### src/common/vcrb_regs.vh
`ifndef VCRB_REGS_VH
`define VCRB_REGS_VH

// ----------------------------------------------------------------------
// Register map
// ----------------------------------------------------------------------
`define VCRB_OFS_VCODE 8'h00
`define VCRB_OFS_CTRL 8'h01

// ----------------------------------------------------------------------
// Fields and reset values
// ----------------------------------------------------------------------
`define VCRB_VCODE_PARITY_BIT 7
`define VCRB_VCODE_RESET 7'h32
`define VCRB_CTRL_INTERNAL_BIT 7
`define VCRB_CTRL_PROT_OFF_BIT 4
`define VCRB_CTRL_PWM_BIT 3
`define VCRB_CTRL_LATCH_BIT 0
`define VCRB_CTRL_MASK 8'h99
`define VCRB_CTRL_RESET 8'h09

// ----------------------------------------------------------------------
// Timing
// ----------------------------------------------------------------------
`define VCRB_CLK_PERIOD_NS 5
`define VCRB_SPIKE_NS 32
`define VCRB_SPIKE_CYC ((`VCRB_SPIKE_NS + `VCRB_CLK_PERIOD_NS - 1) / `VCRB_CLK_PERIOD_NS)

`endif

### src/vcrb_ctrl_bank.v
// Contract
// Master sends parity as XNOR of code.
// Bad parity: no acknowledge, keep contents.
// Master repeats a transfer left unacknowledged.
// Voltage read returns stored parity and code.
// Voltage code resets to 0110010.
// Control bit 7 selects internal code control.
// Control bit 4 suppresses protection on change.
// Control bit 3 picks PWM, reset one.
// Control bit 0 picks latch-off, reset one.
// Filter spikes up to 32 ns.
// Voltage at address 00, control at 01.
// Address mismatch: no acknowledge, wait start.
// Read sends stored byte, then resumes.
// Undefined control bits read zero.
`timescale 1ns/1ps
`include "vcrb_regs.vh"

// ----------------------------------------------------------------------
// Spike filter
// ----------------------------------------------------------------------
module vcrb_glitch_filter #(
  parameter SPIKE_CYC = 7
) (
  input wire clk,
  input wire reset,
  input wire clk_en,
  input wire raw_in,
  output reg filt_out
);
  // Five bits cover filter lengths up to 31 clocks.
  reg [4:0] cnt_reg;

  // A new level is accepted only after it outlasts the longest spike.
  always @(posedge clk or posedge reset) begin
    if (reset) begin
      cnt_reg <= 5'h00;
      filt_out <= 1'b1;
    end else if (clk_en) begin
      if (raw_in == filt_out) begin
        cnt_reg <= 5'h00;
      end else if (cnt_reg >= SPIKE_CYC[4:0]) begin
        cnt_reg <= 5'h00;
        filt_out <= raw_in;
      end else begin
        cnt_reg <= cnt_reg + 5'h01;
      end
    end
  end
endmodule

// ----------------------------------------------------------------------
// Serial slave and register bank
// ----------------------------------------------------------------------
module vcrb_ctrl_bank #(
  parameter [6:0] BASE_ADDR = 7'h50
) (
  input wire clk,
  input wire reset,
  input wire clk_en,
  input wire addr_sel,
  input wire scl_in,
  input wire sda_in,
  output reg sda_out,
  output reg sda_oe,
  output wire [6:0] output_voltage_code,
  output wire code_parity,
  output wire internal_mode,
  output wire prot_off_on_change,
  output wire light_load_pwm_select,
  output wire latch_off_mode
);
  localparam [3:0] ST_IDLE = 4'h0;
  localparam [3:0] ST_ADDR = 4'h1;
  localparam [3:0] ST_ACK_ADDR = 4'h2;
  localparam [3:0] ST_PTR = 4'h3;
  localparam [3:0] ST_ACK_PTR = 4'h4;
  localparam [3:0] ST_WDATA = 4'h5;
  localparam [3:0] ST_ACK_DATA = 4'h6;
  localparam [3:0] ST_RDATA = 4'h7;
  localparam [3:0] ST_RACK = 4'h8;
  localparam [3:0] ST_IGNORE = 4'h9;

  wire scl_f;
  wire sda_f;
  reg scl_d_reg;
  reg sda_d_reg;
  reg [3:0] state_reg;
  reg [3:0] bit_cnt_reg;
  reg [7:0] shift_reg;
  reg [7:0] tx_reg;
  reg [7:0] ptr_reg;
  reg rw_reg;
  reg master_ack_reg;
  reg [7:0] vcode_reg;
  reg [7:0] ctrl_reg;
  reg [7:0] read_byte;
  wire start_det;
  wire stop_det;
  wire scl_rise;
  wire scl_fall;
  wire addr_match;
  wire parity_ok;

  // ----------------------------------------------------------------------
  // Input conditioning
  // ----------------------------------------------------------------------
  // Both lines pass through identical filters, so their relative timing is
  // kept and a start or stop is never mistaken for a data edge.
  // spike filters
  vcrb_glitch_filter #(
    .SPIKE_CYC(`VCRB_SPIKE_CYC)
  ) u_scl_filt (
    .clk(clk),
    .reset(reset),
    .clk_en(clk_en),
    .raw_in(scl_in),
    .filt_out(scl_f)
  );

  vcrb_glitch_filter #(
    .SPIKE_CYC(`VCRB_SPIKE_CYC)
  ) u_sda_filt (
    .clk(clk),
    .reset(reset),
    .clk_en(clk_en),
    .raw_in(sda_in),
    .filt_out(sda_f)
  );

  // ----------------------------------------------------------------------
  // Bus events
  // ----------------------------------------------------------------------
  // Events come from the filtered levels one clock late; the extra clock is
  // far below a bus bit time and keeps every event a plain register compare.
  assign start_det = scl_f && scl_d_reg && sda_d_reg && !sda_f;
  assign stop_det = scl_f && scl_d_reg && !sda_d_reg && sda_f;
  assign scl_rise = scl_f && !scl_d_reg;
  assign scl_fall = !scl_f && scl_d_reg;
  assign addr_match = (shift_reg[7:1] == {BASE_ADDR[6:1], addr_sel});
  // parity check
  assign parity_ok = (shift_reg[7] == ~^shift_reg[6:0]);

  // ----------------------------------------------------------------------
  // Register outputs
  // ----------------------------------------------------------------------
  assign output_voltage_code = vcode_reg[6:0];
  assign code_parity = vcode_reg[`VCRB_VCODE_PARITY_BIT];
  // control source
  assign internal_mode = ctrl_reg[`VCRB_CTRL_INTERNAL_BIT];
  // protection suppression
  assign prot_off_on_change = ctrl_reg[`VCRB_CTRL_PROT_OFF_BIT];
  // light-load mode
  assign light_load_pwm_select = ctrl_reg[`VCRB_CTRL_PWM_BIT];
  // fault response
  assign latch_off_mode = ctrl_reg[`VCRB_CTRL_LATCH_BIT];

  // ----------------------------------------------------------------------
  // Readback
  // ----------------------------------------------------------------------
  // read decode
  always @* begin
    case (ptr_reg)
      // parity readback
      `VCRB_OFS_VCODE: read_byte = vcode_reg;
      // undefined bits zero
      `VCRB_OFS_CTRL: read_byte = ctrl_reg & `VCRB_CTRL_MASK;
      default: read_byte = 8'h00;
    endcase
  end

  // ----------------------------------------------------------------------
  // Serial slave state machine
  // ----------------------------------------------------------------------
  // The pointer survives a stop, so a later plain read returns the register
  // that was addressed last.
  always @(posedge clk or posedge reset) begin
    if (reset) begin
      scl_d_reg <= 1'b1;
      sda_d_reg <= 1'b1;
      state_reg <= ST_IDLE;
      bit_cnt_reg <= 4'h0;
      shift_reg <= 8'h00;
      tx_reg <= 8'h00;
      ptr_reg <= 8'h00;
      rw_reg <= 1'b0;
      master_ack_reg <= 1'b0;
      sda_out <= 1'b0;
      sda_oe <= 1'b0;
      // reset code with matching parity
      vcode_reg <= {~^`VCRB_VCODE_RESET, `VCRB_VCODE_RESET};
      ctrl_reg <= `VCRB_CTRL_RESET;
    end else if (clk_en) begin
      scl_d_reg <= scl_f;
      sda_d_reg <= sda_f;
      sda_out <= 1'b0;
      if (start_det) begin
        state_reg <= ST_ADDR;
        bit_cnt_reg <= 4'h0;
        sda_oe <= 1'b0;
      end else if (stop_det) begin
        // back to normal after stop
        state_reg <= ST_IDLE;
        sda_oe <= 1'b0;
      end else if (scl_rise) begin
        if (state_reg == ST_RACK) begin
          master_ack_reg <= !sda_f;
        end else begin
          shift_reg <= {shift_reg[6:0], sda_f};
        end
        bit_cnt_reg <= bit_cnt_reg + 4'h1;
      end else if (scl_fall) begin
        case (state_reg)
          ST_ADDR: begin
            if (bit_cnt_reg == 4'h8) begin
              // ignore foreign address
              if (addr_match) begin
                sda_oe <= 1'b1;
                rw_reg <= shift_reg[0];
                state_reg <= ST_ACK_ADDR;
              end else begin
                state_reg <= ST_IGNORE;
              end
            end
          end
          ST_ACK_ADDR: begin
            bit_cnt_reg <= 4'h0;
            if (rw_reg) begin
              // send stored byte
              tx_reg <= {read_byte[6:0], 1'b0};
              sda_oe <= ~read_byte[7];
              state_reg <= ST_RDATA;
            end else begin
              sda_oe <= 1'b0;
              state_reg <= ST_PTR;
            end
          end
          ST_PTR: begin
            if (bit_cnt_reg == 4'h8) begin
              ptr_reg <= shift_reg;
              sda_oe <= 1'b1;
              state_reg <= ST_ACK_PTR;
            end
          end
          ST_ACK_PTR: begin
            sda_oe <= 1'b0;
            bit_cnt_reg <= 4'h0;
            state_reg <= ST_WDATA;
          end
          ST_WDATA: begin
            if (bit_cnt_reg == 4'h8) begin
              state_reg <= ST_ACK_DATA;
              // A refused byte leaves sda_oe low, which the master reads as no acknowledge.
              if (ptr_reg == `VCRB_OFS_VCODE) begin
                // commit only with good parity
                if (parity_ok) begin
                  vcode_reg <= shift_reg;
                  sda_oe <= 1'b1;
                end
              end else if (ptr_reg == `VCRB_OFS_CTRL) begin
                // undefined bits not stored
                ctrl_reg <= shift_reg & `VCRB_CTRL_MASK;
                sda_oe <= 1'b1;
              end
            end
          end
          ST_ACK_DATA: begin
            sda_oe <= 1'b0;
            bit_cnt_reg <= 4'h0;
            state_reg <= ST_WDATA;
          end
          ST_RDATA: begin
            if (bit_cnt_reg == 4'h8) begin
              sda_oe <= 1'b0;
              state_reg <= ST_RACK;
            end else begin
              sda_oe <= ~tx_reg[7];
              tx_reg <= {tx_reg[6:0], 1'b0};
            end
          end
          ST_RACK: begin
            // A master acknowledge asks for the same byte again; the pointer stays.
            bit_cnt_reg <= 4'h0;
            if (master_ack_reg) begin
              tx_reg <= {read_byte[6:0], 1'b0};
              sda_oe <= ~read_byte[7];
              state_reg <= ST_RDATA;
            end else begin
              state_reg <= ST_IGNORE;
            end
          end
          ST_IDLE: begin
            sda_oe <= 1'b0;
          end
          ST_IGNORE: begin
            sda_oe <= 1'b0;
          end
          default: begin
            sda_oe <= 1'b0;
            state_reg <= ST_IDLE;
          end
        endcase
      end
    end
  end
endmodule

### config.mk
export PLATFORM = sky130hd
export DESIGN_NAME = vcrb_ctrl_bank
export DESIGN_NICKNAME = d
export VERILOG_FILES = /design/src/vcrb_ctrl_bank.v
export VERILOG_INCLUDE_DIRS = /design/src /design/src/common
export SDC_FILE = /design/constraint.sdc
export NUM_CORES = 1
export LEC_CHECK = 0
export BUFFER_PORTS_ARGS = -buffer_cell sky130_fd_sc_hd__buf_2
export CAP_MARGIN = 20
export CORE_MARGIN = 4
export CORE_UTILIZATION = 52
export CTS_CLUSTER_SIZE = 16
export DETAILED_ROUTE_END_ITERATION = 10
export GPL_TIMING_DRIVEN = 0
export HOLD_SLACK_MARGIN = 0.15
export PLACE_DENSITY = 0.7
export SETUP_SLACK_MARGIN = 0.15
export SYNTH_ARGS = -nofsm -noshare
export SYNTH_HDL_FRONTEND = slang
export SYNTH_SLANG_ARGS = --single-unit
export TNS_END_PERCENT = 30
### constraint.sdc
create_clock -name clk -period 5.4 [get_ports clk]
set_input_delay 0.54 -clock clk [delete_from_list [all_inputs] [get_ports clk]]
set_output_delay 0.54 -clock clk [all_outputs]
set_load 0.01 [all_outputs]
-- Word level (Yosys, flattened, before mapping)
Cells that the tools add are included.
- bits in registers: 61
- bits of input ports: 6
- word-level logic and storage cells: 133
- add/sub/neg operators: 3
- magnitude comparators: 2
- equal/unequal tests: 29
- muxes and demuxes: 41
- bitwise operators: 9
- reductions and logical operators: 33
- operators with widths (cell ; number):
    $mux 4 ; 15
    $pmux 4 s8 ; 1
    $reduce_and 9->1 ; 3
    $mux 8 ; 3
    $ne 4x4->1 const B ; 6
    $pmux 8 s3 ; 1
    $mux 5 ; 4
    $eq 4x3->1 const B ; 4
    $pmux 8 s2 ; 1
    $reduce_and 8->1 ; 2
    $mux 1 ; 14
    $eq 4x4->1 const B ; 3
    $reduce_bool 3->1 ; 4
    $add 5x1->5 const B ; 2
    $ge 5x3->1 const B ; 2
    $ne 5x5->1 const B ; 2
    $reduce_and 10->1 ; 1
    $reduce_and 5->1 ; 2
    $not 1->1 ; 9
    $eq 4x2->1 const B ; 2
    $eq 8x1->1 const B ; 1
    $logic_not 8->1 ; 1
    $ne 2x2->1 const B ; 4
    $eq 7x7->1 ; 1
    other kinds (16) ; 29

-- Depth between registers and ports, before layout
Gate-level depths: netlist of the first run.
- depth in word-level cells: 10
- mapped depth: 8
- mapped depth without buffers: 7

-- By module
A second synthesis of the first run with hierarchy kept.
- cell total of the unflattened synthesis: 308
- area total of the unflattened synthesis: 3210.6 µm²
- modules (own cells, without submodules) (module ; instances ; cells each ; area each (µm²)):
    vcrb_ctrl_bank ; 1 ; 246 ; 2560.0
    vcrb_glitch_filter ; 2 ; 31 ; 325.3

-- Least setup slack after synthesis of the first run
Ideal clock, no wire load.
- path kind: register to register
- from: reg state_reg[1]
- to: reg vcode_reg[0]
- arrival time: 1733 ps
- required time: 5275 ps
- setup slack: 3541 ps
- cell stages (with the launch flop): 6
- path buffers: 0
- cell sequence: dfrtp_1 > or2_1 > nor3_1 > nand4_1 > nor2_8 > mux2_4
- cells in the longest elaborated chain, start to end: 2
- ends and longest elaborated chain (item ; line ; RTL):
    from (decl) ; vcrb_ctrl_bank.v:88 ; reg [3:0] state_reg;
    from (signal assigned) ; vcrb_ctrl_bank.v:181 ; state_reg <= ST_IDLE;
    from (signal assigned) ; vcrb_ctrl_bank.v:198 ; state_reg <= ST_ADDR;
    from (signal assigned) ; vcrb_ctrl_bank.v:203 ; state_reg <= ST_IDLE;
    $eq 4x3->1 ; vcrb_ctrl_bank.v:213 ; case (state_reg)
    $reduce_and 9->1 (no line) ; - ;
    to (signal assigned) ; vcrb_ctrl_bank.v:191 ; vcode_reg <= {~^`VCRB_VCODE_RESET, `VCRB_VCODE_RESET};
    to (signal assigned) ; vcrb_ctrl_bank.v:257 ; vcode_reg <= shift_reg;
    to (decl) ; vcrb_ctrl_bank.v:95 ; reg [7:0] vcode_reg;
No other way between the ends.
A chain may end at the register's enable or synchronous reset.

-- Final worst setup path of the first run
- from: reg shift_reg[3]
- to: reg sda_oe
- cells in the longest elaborated chain, start to end: 4
- elaborated cells on any way between the ends: 6
- those cells by class: 4 x eq/ne; 2 x reduce/logical
- ends and longest elaborated chain (item ; line ; RTL):
    from (decl) ; vcrb_ctrl_bank.v:90 ; reg [7:0] shift_reg;
    from (signal assigned) ; vcrb_ctrl_bank.v:209 ; shift_reg <= {shift_reg[6:0], sda_f};
    $reduce_xnor 7->1 ; vcrb_ctrl_bank.v:142 ; assign parity_ok = (shift_reg[7] == ~^shift_reg[6:0]);
    $eq 1x1->1 ; vcrb_ctrl_bank.v:142 ;
    $ne 5x5->1 (no line) ; - ;
    $reduce_and 10->1 (no line) (*) ; - ;
    to (signal assigned) ; vcrb_ctrl_bank.v:231 ; sda_oe <= ~read_byte[7];
    to (signal assigned) ; vcrb_ctrl_bank.v:277 ; sda_oe <= ~tx_reg[7];
    to (signal assigned) ; vcrb_ctrl_bank.v:286 ; sda_oe <= ~read_byte[7];
    to (decl) ; vcrb_ctrl_bank.v:65 ; output reg sda_oe,
Every way passes the cells marked *; elsewhere a longest branch is shown, timed or not.

==> flow_summary.yaml, run 1 <==
routing:
  wl_mm: 6.669
  detail_route.wl_per_cell_um: 16.31
  ant_nets: 0
  drc: 0
  vias: 2326
  drt_pre_antenna_iters: 5
  drtIter0Drc: 195
  post_drt_via_cell_ratio: 5.687
power_and_ir_drop:
  power_density_nw_per_um2: 513.8
  power_mw: 1.864
  ir_drop_mv: 0.2449
  p_leak_nw: 1.646
finish:
  n_antenna_cell: 0
  fill_cells: 520
  area_delta_synth_final_pct: 13.15
  fin_cells: 409
  layout-drive-gt1-share: 0.2874
  multi_input_area_sq_um: 1568
  ff_latch_area_sq_um: 1513
  utilization: 0.6090
  layout.nets: 339
  fin_area_sq_um: 3627
floorplan:
  rows: 28
  core_area_sq_um: 5956
  dieArea_sq_um: 7485
  die_w_um: 86.52
  start_util: 0.5382
  die_h_um: 86.52
  io_pins: 20
outcome:
  status: "complete, no violations"
grt:
  track_usage: 0.1933
  grt_pass1_vias: 2184
  grt_pass1_wl_mm: 11.10
  antenna_found_initial: 0
  grt_max_degree: 42
  overflow: 0
placement:
  dpl.hpwl_mm: 4.707
  place_inst: 393
  gp_congestion: 0.9063
  portBuffers: 18
  dpl_cell_area_sq_um: 3410
  place_ws_ns: 3.175
timing:
  setup_viol: 0
  finalMaxSlewViolations: 0
  max_slew_margin: 0.5054
  holdWs_ns: 0.2012
  fmax_mhz: 439.6
  rsz0062_at_grt: "no"
  fin_crit_sh: 0.4212
  skew_ns: 0.01024
  worst_pin_slew_ns: 0.7391
  min_period_ns: 2.275
  fin_ws_ns: 3.125
  hold_viol: 0
  setup-tns-final_ns: 0
synth:
  synth-edff-count: 0
  synth-compound-area-share: 0.1319
  syn_nets: 309
  synth_adder_area_share: 0.01561
  synth-seq-cells: 60
  synth_mux_area_frac: 0.1495
  synth_xor_area_frac: 0.03981
  syn_inst: 299
  synthSimpleGateAreaFrac: 0.1511
  seq_area_frac_synth: 0.4719
  syn_area_per_cell_sq_um: 10.72
  yosysWarnings: 0
  async_flop_share: 1.000
  synth.cell_area_sq_um: 3206
  synth_top_family_by_area: "simple AND/OR/NAND/NOR gates"
  synth-main-ff-cell: "dfrtp_1"
  ys_types: 59
clock_network:
  root_buffer: "clkbuf_8"
  post_cts_buffers: 0
  hold_buffers: 0
  clk_pin_slew_ns: 0.07
  clkLatencyLatePin_ns: 0.34
  post_cts_resized: 0
  cts_tree: "yes"
  cts.sinks: 60
  cts_made_buffers: 9
  ctsHtreeMaxLevel: 3
  cts_buffer_depth: 2
worst_setup_path:
  rrSetupSlack_ns: 3.13
  cp.buffers_inverters: 0
  cp_max_fo: 7
  reg2reg_depth: 5
  r2r_end: "sda_oe"
  worstPathCellList: "or4b_1 -> nor4_2 -> o22ai_1 -> a211oi_2 -> mux2i_1"
  critPathKind: "reg -> reg"
  cpLargestDelayFamily: "simple AND/OR/NAND/NOR gates"
  critical_path.slowest_cell: "or4b_1"
  start_kind: "flip-flop"
  critPathRequiredTime_ns: 5.66
  max_stage_delay_ns: 0.55
  crit_path_end_kind: "flip-flop"
  worstReg2RegStart: "shift_reg[3]"
  critPathArrivalTime_ns: 2.53
min_path:
  holdCritPathClass: "in -> async"
run:
  max_cap_viol_count: 0
power by group:
| group | internal, mW | switching, mW | leakage (nW) |
|---|---|---|---|
| Combinational | 0.317 | 0.415 | 0.780 |
| Sequential | 0.571 | 0.117 | 0.759 |
| Clock | 0.272 | 0.171 | 0.107 |
worst reg2reg max path: cells and delay by family, from the launching register on:
kind               cells  cell delay (ns)
and+or+nand+nor        2             0.97
AOI/OAI and AO/OA      2             0.55
DFF                    1             0.47
muxes                  1             0.20
worst max path at each step:
stage,startpoint,endpoint,depth (start not counted)
6_report,shift_reg[3],sda_oe,5
2_1_floorplan,reset,bit_cnt_reg[0],1
3_3_place_gp,reset,state_reg[3],2
3_5_place_dp,shift_reg[3],sda_oe,5
4_1_cts,shift_reg[3],sda_oe,5
5_1_grt,shift_reg[3],sda_oe,5
cell usage after synthesis (5+ instances only):
library cell / number / area share
mux2i_1: 7 / 0.022
nor2b_1: 6 / 0.012
dfrtp_1: 51 / 0.40
nand2_1: 20 / 0.023
clkbuf_1: 5 / 0.0059
a21oi_1: 15 / 0.023
o22ai_1: 6 / 0.012
xnor2_1: 6 / 0.016
nor2_1: 23 / 0.027
mux2_4: 7 / 0.033
dfstp_2: 9 / 0.074
nand4_1: 5 / 0.0098
buf_2: 7 / 0.011
nor3_1: 5 / 0.0078
inv_1: 16 / 0.019
mux2_2: 26 / 0.091
o21ai_0: 16 / 0.025
layout make-up:
cell class,count,area share
buffer,14,0.01794
clock buffer,12,0.04001
clock inverter,4,0.02001
inverter,16,0.01656
multi-input combinational,209,0.4322
sequential,60,0.4170
tap,75,0.02587
timing repair buffer,19,0.03036
logic make-up (layout without fill, tap and decap cells):
logic type | Yosys count | in the layout
xor+xnor | 12 | 12
simple gates | 86 | 86
other cells | 1 | 1
fa+ha+maj | 4 | 4
mux | 41 | 41
flops | 60 | 60
buf+inv | 30 | 65
compound gates | 65 | 65
cell usage in the layout, fill, tap and decap left out, types with 3 or more instances in the layout:
cell      instances
dfrtp_1          51
mux2_2           26
buf_2            25
nor2_1           23
nand2_1          20
o21ai_0          16
inv_1            15
a21oi_1          15
clkbuf_8         10
dfstp_2           9
clkbuf_1          7
mux2_4            7
mux2i_1           7
nor2b_1           6
xnor2_1           6
o22ai_1           6
nor3_1            5
nand4_1           5
nand2b_1          4
xor2_1            4
nand3_1           4
a22oi_1           4
ha_1              4
nand3b_1          3
o32ai_1           3
metal layers:
metal / vias to the layer above / wire length (um) / global-route usage
li1: 1131 / - / -
met1: 1137 / 3248 / 0.2811
met2: 46 / 3059 / 0.2809
met3: 12 / 237 / 0.04848
met4: 0 / 124 / 0.06799
met5: - / 0 / 0
No activity file was read; power rests on OpenSTA's default activity.
==> inputs of run 2 (changes only) <==
clock period = 2.1 ns   (was 5.4 ns; I/O delays follow)
==> flow_summary.yaml, run 2 (synthesis gave the netlist of run 1 again) <==
floorplan:
  start_util: 0.5382
  core_area_sq_um: 5956
  die_h_um: 86.52
  dieArea_sq_um: 7485
  die_w_um: 86.52
  rows: 28
  io_pins: 20
worst_setup_path:
  critPathKind: "reg -> reg"
  crit_path_end_kind: "flip-flop"
  cp_max_fo: 3
  critPathArrivalTime_ns: 2.25
  critPathRequiredTime_ns: 2.33
  start_kind: "flip-flop"
outcome:
  status: "complete, no violations"
clock_network:
  ctsHtreeMaxLevel: 3
  cts_made_buffers: 9
  clk_pin_slew_ns: 0.07
  cts.sinks: 60
  cts_tree: "yes"
  clkLatencyLatePin_ns: 0.35
  root_buffer: "clkbuf_8"
  cts_buffer_depth: 2
timing:
  rsz0062_at_grt: "yes"
  setup-tns-final_ns: 0
  skew_ns: 0.01078
  fin_crit_sh: 0.9637
  finalMaxSlewViolations: 0
  setup_viol: 0
  min_period_ns: 2.024
  hold_viol: 0
  fin_ws_ns: 0.07624
  fmax_mhz: 494.1
routing:
  post_drt_via_cell_ratio: 5.735
  ant_nets: 0
  wl_mm: 7.353
  vias: 2449
  drc: 0
  drt_pre_antenna_iters: 4
  drtIter0Drc: 151
  detail_route.wl_per_cell_um: 17.22
grt:
  overflow: 0
  grt_max_degree: 42
  grt_pass1_vias: 2228
  antenna_found_initial: 0
  track_usage: 0.1979
  grt_pass1_wl_mm: 11.40
finish:
  area_delta_synth_final_pct: 22.05
  fin_cells: 427
  mostFrequentLayoutCell: "dfrtp_1"
  final_cell_mix: "dfrtp_1 (44), buf_2 (26), mux2_2 (25), nand2_1 (20), nor2_1 (20)"
  n_antenna_cell: 0
  layout-drive-gt1-share: 0.3949
  layout.nets: 357
min_path:
  holdCritPathClass: "in -> reg"
power_and_ir_drop:
  ir_drop_mv: 0.6544
  p_leak_nw: 1.792
  power_mw: 5.253
  power_density_nw_per_um2: 1343
placement:
  dpl.hpwl_mm: 4.707
  portBuffers: 18
  place_inst: 393
  place_ws_ns: -0.1251
  gp_congestion: 0.9063
run:
  max_cap_viol_count: 0
==> run 2: cell count changes in the layout (fill, tap and decap cells not counted), sizes merged <==
cell	before	now
buf	28	44
dlygate4sd3	0	3
clkbuf	17	16
==> run 2: timing repair <==
action,in CTS,in global routing
hold buffers,3,0
pin swaps,3,8
setup endpoints to repair,36,37
hold endpoints to repair,18,0
buffers inserted,4,11
gates resized for setup,13,25
==> run 2: power breakdown <==
| group | switching (mW) | internal, mW | total [mW] | leakage (nW) |
|---|---|---|---|---|
| combinational | 1.30 | 1.07 | 2.37 | 0.932 |
| sequential | 0.252 | 1.48 | 1.73 | 0.753 |
| clock | 0.457 | 0.699 | 1.16 | 0.107 |
| total | 2.01 | 3.24 | 5.25 | 1.79 |
==> run 2: area by class of cell <==
type / instances / area [sq um]
clock inverters: 4 / 72.57
multi-input cells: 209 / 1694
well taps: 75 / 93.84
repair buffers: 37 / 256.5
flip-flops and latches: 60 / 1521
inverters: 16 / 60.06
fillers: 474 / 2043
plain buffers: 14 / 68.82
clock buffers: 12 / 145.1
==> run 2: path summary, 6_finish.rpt <==
path                                         end                  start  slack, ns  cells past startpoint
max in group asynchronous           vcode_reg[5]                  reset       1.07                      4
max                                       rw_reg           shift_reg[2]       0.08                      5
max reg2reg                               rw_reg           shift_reg[2]       0.08                      5
min reg2reg                u_scl_filt.cnt_reg[4]  u_scl_filt.cnt_reg[4]       0.51                      1
min                                       sda_oe                 clk_en       0.36                      5
min in group asynchronous  u_sda_filt.cnt_reg[3]                  reset       0.41                      3
==> run 2: stage by stage <==
step	instance area (sq um)	util	hold WS (ns)
2_1_floorplan	3206	-	0.3621
5_1_grt	3913	0.6569	0.3759
6_report	3913	0.6569	0.3634
3_5_place_dp	3410	0.5725	0.2430
4_1_cts	3739	0.6277	0.3574
3_3_place_gp	3390	0.5691	0.4755
==> run 2: routing by layer <==
layer	routed length (um)	global-route usage	vias up
li1	-	-	1164
met1	3356	0.2873	1214
met2	3557	0.2900	58
met3	318	0.04848	13
met4	121	0.06799	0
met5	0	0	-
==> run 2: critical path: stages (launching register included) <==
cell and delay, ns:
dfrtp_2 0.40, or4b_4 0.55, nor4_4 0.28, buf_4 0.19, nand4_1 0.15, mux2_4 0.33
